## config.mk

```make
export PLATFORM = sky130hd
export DESIGN_NAME = keypad_pin_interrupt
export DESIGN_NICKNAME = d
export VERILOG_FILES = /design/src/rtl/pin_sync.v /design/src/rtl/keypad_pin_interrupt.v
export VERILOG_INCLUDE_DIRS = /design/src /design/src/rtl
export SDC_FILE = /design/constraint.sdc
export NUM_CORES = 1
export LEC_CHECK = 0
export BUFFER_PORTS_ARGS = -buffer_cell sky130_fd_sc_hd__buf_2
export CORE_UTILIZATION = 45
export CTS_CLUSTER_SIZE = 40
export DETAILED_ROUTE_END_ITERATION = 6
export PLACE_DENSITY = 0.9
export SYNTH_ARGS = -nofsm -noshare
export SYNTH_HDL_FRONTEND = slang
export SYNTH_SLANG_ARGS = --single-unit
export TNS_END_PERCENT = 5
```

## constraint.sdc

```tcl
create_clock -name sys_clk_in -period 2.4 [get_ports sys_clk_in]
set_input_delay 0.72 -clock sys_clk_in [delete_from_list [all_inputs] [get_ports sys_clk_in]]
set_output_delay 0.72 -clock sys_clk_in [all_outputs]
set_load 0.01 [all_outputs]
```

## src/rtl/keypad_defs.vh

```
// Functional notes
// - Eight maskable inputs share one request
// - Inputs 0-3 port_a, 4-7 port_d
// - Pin enable selects pin, enables pull-up
// - Latch when enabled pin falls, all high
// - Edge mode ignores fall while another low
// - Level mode holds request while pin low
// - Level mode clears after ack and release
// - Vector fetch acknowledge equals software acknowledge
// - Ack bit write one clears, reads zero
// - Edge after acknowledge latches new request
// - Edge mode acknowledge clears immediately
// - Reset clears latch and sensitivity select
// - Pending flag shows latch regardless of mask
// - Mask withholds request; vector FFDF/FFDE
// - Sensitivity select: 1 level+edge, 0 edge
// - Pin enable forces input over direction
// - Pin enable register read/write, reset clears
// - Active in wait; unmasked request wakes
// - Active in stop; unmasked request wakes
// - Break with clear-enable 0 blocks software acknowledge; vector fetch still clears
// - Break with clear-enable 1 allows clear
`ifndef KEYPAD_DEFS_VH
`define KEYPAD_DEFS_VH
`define KP_STATUS_CONTROL_ADDR 12'h000
`define KP_PIN_ENABLE_ADDR     12'h004
`define KP_BIT_PENDING         3
`define KP_BIT_ACK             2
`define KP_BIT_MASK            1
`define KP_BIT_SENSE           0
`define KP_PIN_ENABLE_RESET    8'h00
`define KP_VECTOR_HIGH_ADDR    16'hFFDE
`define KP_VECTOR_LOW_ADDR     16'hFFDF
`endif

```

## src/rtl/pin_sync.v

```verilog
`timescale 1ns/1ps
// Two-stage synchroniser for a pin bus; resets to idle-high
module pin_sync #(
  parameter WIDTH = 8
) (
  input  wire             sys_clk_in,
  input  wire             rst_b_in,
  input  wire [WIDTH-1:0] async_in,
  output wire [WIDTH-1:0] sync_out
);
  reg [WIDTH-1:0] stage1_reg;
  reg [WIDTH-1:0] stage2_reg;

  // First stage feeds only the second
  always @(posedge sys_clk_in) begin
    if (!rst_b_in) begin
      stage1_reg <= {WIDTH{1'b1}};
      stage2_reg <= {WIDTH{1'b1}};
    end else begin
      stage1_reg <= async_in;
      stage2_reg <= stage1_reg;
    end
  end

  assign sync_out = stage2_reg;
endmodule

```

## src/rtl/keypad_pin_interrupt.v

```verilog
`timescale 1ns/1ps
`include "keypad_defs.vh"
module keypad_pin_interrupt (
  input  wire        sys_clk_in,
  input  wire        rst_b_in,
  input  wire        psel_in,
  input  wire        penable_in,
  input  wire        pwrite_in,
  input  wire [11:0] paddr_in,
  input  wire [31:0] pwdata_in,
  output reg  [31:0] prdata_out,
  output wire        pready_out,
  output wire        pslverr_out,
  input  wire [3:0]  port_a_pin_in,
  input  wire [7:4]  port_d_pin_in,
  input  wire [3:0]  port_a_dir_in,
  input  wire [7:4]  port_d_dir_in,
  output wire [3:0]  port_a_dir_eff_out,
  output wire [7:4]  port_d_dir_eff_out,
  output wire [7:0]  pullup_en_out,
  input  wire        vector_fetch_in,
  input  wire        break_state_in,
  input  wire        break_clear_enable_in,
  output wire        irq_out,
  output wire        wake_out
);

  ////////////////////////////////////////////////////////////////////////////
  // Registers
  reg  [7:0] pin_enable_bits_reg;
  reg        mask_bit_reg;
  reg        sensitivity_select_reg;
  reg        latch_reg;
  reg        latch_next;
  reg        any_low_prev_reg;
  reg        acked_reg;
  reg        acked_next;
  wire [7:0] pins_raw;
  wire [7:0] pins_sync;
  wire       any_low;
  wire       new_fall;
  wire       ack_write;
  wire       ack_pulse;
  wire       wr_en;
  wire       rd_en;
  wire       hit_sc;
  wire       hit_pe;

  // Map port pins to keypad input numbers
  assign pins_raw = {port_d_pin_in, port_a_pin_in};

  pin_sync #(
    .WIDTH (8)
  ) pin_sync_inst (
    .sys_clk_in (sys_clk_in),
    .rst_b_in   (rst_b_in),
    .async_in   (pins_raw),
    .sync_out   (pins_sync)
  );

  ////////////////////////////////////////////////////////////////////////////
  // Pin control outputs
  assign pullup_en_out = pin_enable_bits_reg;
  // Enabled pin forced to input (0) whatever the direction register says
  assign port_a_dir_eff_out = port_a_dir_in & ~pin_enable_bits_reg[3:0];
  assign port_d_dir_eff_out = port_d_dir_in & ~pin_enable_bits_reg[7:4];

  ////////////////////////////////////////////////////////////////////////////
  // APB decode; zero wait states, unmapped reads give zero and error
  assign hit_sc      = (paddr_in == `KP_STATUS_CONTROL_ADDR);
  assign hit_pe      = (paddr_in == `KP_PIN_ENABLE_ADDR);
  assign pready_out  = 1'b1;
  assign pslverr_out = psel_in & penable_in & ~(hit_sc | hit_pe);
  assign wr_en       = psel_in & penable_in & pwrite_in;
  assign rd_en       = psel_in & ~penable_in & ~pwrite_in;

  // Software acknowledge is a single cycle pulse, stored only as a level-mode ack while a pin is low
  assign ack_write = wr_en & hit_sc & pwdata_in[`KP_BIT_ACK];
  // Break protection gates only software acknowledge
  assign ack_pulse = (ack_write & (~break_state_in | break_clear_enable_in))
                   | vector_fetch_in;

  ////////////////////////////////////////////////////////////////////////////
  // Edge and level detection on enabled pins
  assign any_low  = |(~pins_sync & pin_enable_bits_reg);
  // Falling only counts when every enabled pin was high before
  assign new_fall = any_low & ~any_low_prev_reg;

  // Request latch; a level-mode acknowledge seen while a pin is low is
  // remembered, so ack and release may come in either order
  always @* begin
    latch_next = latch_reg;
    acked_next = acked_reg;
    if (ack_pulse) begin
      if (sensitivity_select_reg && any_low) begin
        acked_next = 1'b1;
      end else begin
        latch_next = 1'b0;
        acked_next = 1'b0;
      end
    end
    // Both events seen: clear once every enabled pin is high
    if (sensitivity_select_reg && acked_reg && !any_low) begin
      latch_next = 1'b0;
      acked_next = 1'b0;
    end
    // Set beats acknowledge in the same cycle
    if (new_fall) begin
      latch_next = 1'b1;
      acked_next = 1'b0;
    end
  end

  // Control state
  always @(posedge sys_clk_in) begin
    if (!rst_b_in) begin
      latch_reg              <= 1'b0;
      sensitivity_select_reg <= 1'b0;
      mask_bit_reg           <= 1'b0;
      pin_enable_bits_reg    <= `KP_PIN_ENABLE_RESET;
      any_low_prev_reg       <= 1'b0;
      acked_reg              <= 1'b0;
    end else begin
      latch_reg        <= latch_next;
      any_low_prev_reg <= any_low;
      acked_reg        <= acked_next;
      if (wr_en && hit_sc) begin
        mask_bit_reg           <= pwdata_in[`KP_BIT_MASK];
        sensitivity_select_reg <= pwdata_in[`KP_BIT_SENSE];
      end
      if (wr_en && hit_pe) begin
        pin_enable_bits_reg <= pwdata_in[7:0];
      end
    end
  end

  // Read data captured in setup so it stands during access
  always @(posedge sys_clk_in) begin
    if (!rst_b_in) begin
      prdata_out <= 32'h00000000;
    end else if (rd_en) begin
      if (hit_sc) begin
        prdata_out <= {28'h0000000, latch_reg, 1'b0, mask_bit_reg,
                       sensitivity_select_reg};
      end else if (hit_pe) begin
        prdata_out <= {24'h000000, pin_enable_bits_reg};
      end else begin
        prdata_out <= 32'h00000000;
      end
    end
  end

  ////////////////////////////////////////////////////////////////////////////
  // Request and wake
  // CPU fetches the vector at the FFDE/FFDF pair when unmasked
  assign irq_out  = latch_reg & ~mask_bit_reg;
  // Wake taken straight from pins so it works with the clock stopped
  assign wake_out = ~mask_bit_reg & (irq_out | |(~pins_raw & pin_enable_bits_reg));

endmodule

```

==> results.toml, run 1 <==
[outcome]
status = "finished clean"

[placed_design]
io_buffers = 70
post-dp-hpwl_um = 3000
pre_cts_slack_ns = 0.0521
place_congestion = 0.804

[timing]
max_freq_mhz = 425
setup_viol = 0
rsz0062_at_grt = "no"
finalWorstSetupSlack_ns = 0.0468
finalClockSkew_ns = 0.00772
whs_ns = 0.410
period_needed_ns = 2.35
fin_crit_sh_pct = 98.0
hold_violations = 0
maxSlewViolCount = 0
setup_tns_ns = 0

[min_path]
min_path_type = "flip-flop to flip-flop"
hold_end = "pin_sync_inst.sync_out[2]"
min_from = "pin_sync_inst.stage1_reg[2]"
hold_path_depth = 1

[clock_tree]
cts_hold_buf = 0
cts_htree_levels = 2
cts_tree = "done"
cts_setup_buffers = 0
cts_sinks = 37
clockBufferDepth = 2
post_cts_resized = 0
root_buffer = "clkbuf_8"
path_clk_slew_ns = 0.06
clkLatencyLatePin_ns = 0.28
numCtsBuffers = 5

[logic_synthesis]
synthArstFlopShare_pct = 0
synth_edf_count = 0
synth_cell_types = 33
ys_warn_count = 0
synth_top_area_share_pct = 41.4
netlist.top_cell.by_area = "dfxtp_1"
synth_top_flop_cell = "dfxtp_1"
synth_seq_cells = 37
syn_area_um2 = 1790
avgSynthCellArea_um2 = 8.53
synth_area_leaders = "dfxtp_1, buf_4, nand2_1, nand2b_1, mux2i_1"
synth.most_common_cell = "nand2_1"
synthTopCellsByCount = "nand2_1, dfxtp_1, buf_4"
ys_seq_area_share_pct = 41.4
postSynthCellCount = 210

[power]
ir_drop_uv = 351
fin_total_pwr_w = 0.00117
power.density_nw_per_um2 = 536
p_leak_nw = 1.01

[drt]
drtIter0Drc = 72
ant_nets = 0
drt_wl_total_um = 3900
vias = 1573
dr.pass1.iters = 4
via_per_inst = 4.78
drc_errors = 0
wl_per_cell_um = 11.9

[final_layout]
antenna-diode-count = 0
nets = 349
area_growth_pct = 21.5
drive_gt1_share_pct = 31.7
fin_util_pct = 58.1

[setup_path]
reg2reg_to = "latch_reg"
cp_data_arrival_time_ns = 1.63
path_max_fanout = 3
r2r_cells = 4
worstSetupPathType = "input port to output pin"
r2r_setup_slack_ns = 0.94
crit_path_start_kind = "input port"
cp_data_required_time_ns = 1.68
r2r-start = "pullup_en_out[6]"
end_kind = "output pin"

[die]
initial_core_util_pct = 47.8
chipHeight_um = 65.1
dieArea_um2 = 4230
io_pins = 120
die_x_um = 65.1
core_area_um2 = 3740
fp-row-count = 22

[job]
maxCapViolCount = 0

[global_routing]
grt_use_met1_pct = 21.9
grt_pass1_wl_um = 6130
met2_usage_pct = 34.9
grt_usage_pct = 19.2
grt-busiest-layer = "met2"
grt_max_degree = 24
grt_pass1_vias = 1387
gr-total-overflow = 0
use_met3_pct = 4.58
grt_antenna_before_repair = 0
[worst max path at each step]
stage | from | to | slack [ns] | cells after the start
floorplan | paddr_in[5] | pslverr_out | 0.30 | 3
global placement | paddr_in[5] | pslverr_out | 0.07 | 5
detailed placement | paddr_in[5] | pslverr_out | 0.05 | 5
CTS | paddr_in[5] | pslverr_out | 0.05 | 5
global route | paddr_in[5] | pslverr_out | 0.003 | 5
finish | paddr_in[5] | pslverr_out | 0.05 | 5
[layout make-up]
| type | instances | area, um^2 |
|---|---|---|
| Fill cell | 359 | 1570 |
| Timing Repair Buffer | 75 | 388 |
| Inverter | 10 | 37.5 |
| Multi-Input combinational cell | 152 | 862 |
| Tap cell | 48 | 60.1 |
| Clock buffer | 7 | 86.3 |
| Sequential cell | 37 | 741 |
[power by group]
group | switching (W) | leakage (nW) | internal [W]
Clock | 0.000194 | 0.0443 | 0.000227
Combinational | 0.0000677 | 0.661 | 0.0000483
Sequential | 0.00000230 | 0.302 | 0.000626
Total | 0.000264 | 1.01 | 0.000902
[metrics by stage]
step                      cells  cell area (um^2)
final                       329              2170
after global routing        329              2170
after CTS                   329              2170
after detailed placement    322              2090
after global placement      322              2090
after floorplan             233              1880
[critical path: stages]
cell     delay [ns]
buf_2          0.11
nor4_4         0.32
nand3_2        0.13
and3_2         0.22
buf_2          0.13
[metal layers]
layer	share of wire [%]	wire length (um)	vias to the layer above
li1	-	-	783
met1	42	1630	724
met2	51	1990	61
met3	6.0	234	5
met4	1.0	40	0
met5	0	0	-
[cell usage in the layout (no fill, tap or decap)]
cell type and count:
o311ai_0 1, clkbuf_8 6, nor2_1 4, and4b_1 1
nand2_1 39, o32ai_1 1, a21oi_1 11, buf_4 5
a222oi_1 1, buf_2 70, and3_1 2, nor4_4 2
nand3_2 1, nand4_1 6, clkbuf_1 1, o21ai_0 3
or3_1 1, o31a_1 1, nand2b_1 17, nor3_1 1
a221oi_2 1, mux2_2 2, nor2b_1 10, o22ai_1 1
and3_2 2, a221oi_1 1, and2_1 1, nand3_1 6
mux2i_1 8, o2111ai_1 2, a31oi_1 1, dfxtp_1 37
conb_1 25, inv_1 10
[logic make-up after synthesis]
| family | synth area share, % |
|---|---|
| muxes | 5.73 |
| AOI/OAI and AO/OA | 8.95 |
| buffers and inverters | 15.3 |
| other | 0.419 |
| and+or+nand+nor | 28.2 |
| DFF | 41.4 |
Power figures use the tool's default switching activity.
==> run 2: changes to the inputs <==
Settings changed: BUFFER_PORTS_ARGS -buffer_cell sky130_fd_sc_hd__buf_2 to not set, CORE_UTILIZATION 45 to 66, CTS_BUF_LIST set to sky130_fd_sc_hd__clkbuf_16, DONT_BUFFER_PORTS set to 1, PLACE_DENSITY 0.9 to 0.82.
==> results.toml, run 2 (same netlist as run 1, synthesis figures left out) <==
[clock_tree]
path_clk_slew_ns = 0.05
cts_sinks = 37
cts_htree_levels = 2
root_buffer = "clkbuf_16"
clkLatencyLatePin_ns = 0.28
clockBufferDepth = 2
cts_tree = "done"
cts_hold_buf = 0
post_cts_resized = 0
numCtsBuffers = 5
cts_setup_buffers = 0

[die]
fp-row-count = 18
initial_core_util_pct = 71.0
core_area_um2 = 2520
dieArea_um2 = 2930
io_pins = 120
chipHeight_um = 54.1
die_x_um = 54.1

[drt]
ant_nets = 0
wl_per_cell_um = 14.8
drtIter0Drc = 35
drt_wl_total_um = 3500
drc_errors = 0
via_per_inst = 5.62
dr.pass1.iters = 4
vias = 1331

[setup_path]
cp_slowest_cell = "nor3_1"
crit_family = "simple AND/OR/NAND/NOR gates"
crit_path_start_kind = "input port"
cp_data_arrival_time_ns = 1.48
critPathMaxStageDelay_ns = 0.33
cp_cell_sequence = "nor3_1, nand3_2, and3_2"
cp_data_required_time_ns = 1.68
path_max_fanout = 4
crit_buf_inv = 0
end_kind = "output pin"
worstSetupPathType = "input port to output pin"

[power]
ir_drop_uv = 789
p_leak_nw = 0.705
power.density_nw_per_um2 = 707
fin_total_pwr_w = 0.00128

[timing]
fin_crit_sh_pct = 91.5
finalClockSkew_ns = 0.00450
setup_viol = 0
max_freq_mhz = 455
rsz0062_at_grt = "no"
setup_tns_ns = 0
period_needed_ns = 2.20
hold_violations = 0
maxSlewViolCount = 0

[final_layout]
final_cell_mix = "nand2_1, dfxtp_1, conb_1, nand2b_1"
nets = 275
fill_cells = 209
antenna-diode-count = 0
layout_commonest_cell = "nand2_1"
area_growth_pct = 1.54
drive_gt1_share_pct = 6.76

[placed_design]
post-dp-hpwl_um = 2580
io_buffers = 0
place_congestion = 0.794

[job]
maxCapViolCount = 0

[global_routing]
grt_max_degree = 36
grt_pass1_wl_um = 5310
grt_usage_pct = 26.9
gr-total-overflow = 0
grt_antenna_before_repair = 0
grt_pass1_vias = 1196

[outcome]
status = "finished clean"

[min_path]
min_path_type = "flip-flop to flip-flop"
run 2: worst paths after layout:
kind / startpoint / to / slack [ns] / cells past startpoint
max: paddr_in[10] / pslverr_out / 0.20 / 3
min: pin_sync_inst.stage1_reg[1] / pin_sync_inst.sync_out[1] / 0.41 / 1
max reg2reg: pullup_en_out[6] / latch_reg / 0.98 / 4
min reg2reg: pin_sync_inst.stage1_reg[1] / pin_sync_inst.sync_out[1] / 0.41 / 1
run 2: per-stage QoR:
step                      instances  area [um^2]  util (%)  hold WS, ns  setup WS (ns)
after floorplan                 233         1880         -        0.386          0.297
after global placement          230         1690      66.8        0.389          0.239
after detailed placement        230         1690      66.8        0.396          0.196
after CTS                       237         1820      72.1        0.408          0.197
after global routing            237         1820      72.1        0.420          0.169
final                           237         1820      72.1        0.407          0.204
run 2: routing by layer:
layer	wire length, um	part of all wire [%]	global-route usage, %	vias up
met5	0	0	0	-
met4	50	1.4	8.97	0
met3	302	8.6	11.3	6
met2	1770	51	44.7	73
met1	1380	39	31.1	612
li1	-	-	-	640
run 2: power breakdown:
| group | total (W) | leakage [nW] | switching (W) | internal, W |
|---|---|---|---|---|
| clock network | 0.000596 | 0.0685 | 0.000226 | 0.000370 |
| logic | 0.0000585 | 0.335 | 0.0000405 | 0.0000180 |
| registers | 0.000630 | 0.302 | 0.00000263 | 0.000627 |
run 2: cell type report:
cell class	count	area, um^2	share of cell area [%]
timing repair buffer	1	7.51	0.413
clock inverter	2	7.51	0.413
clock buffer	5	125	6.88
inverter	10	37.5	2.06
tap	30	37.5	2.06
sequential	37	741	40.7
multi-input combinational	152	862	47.4
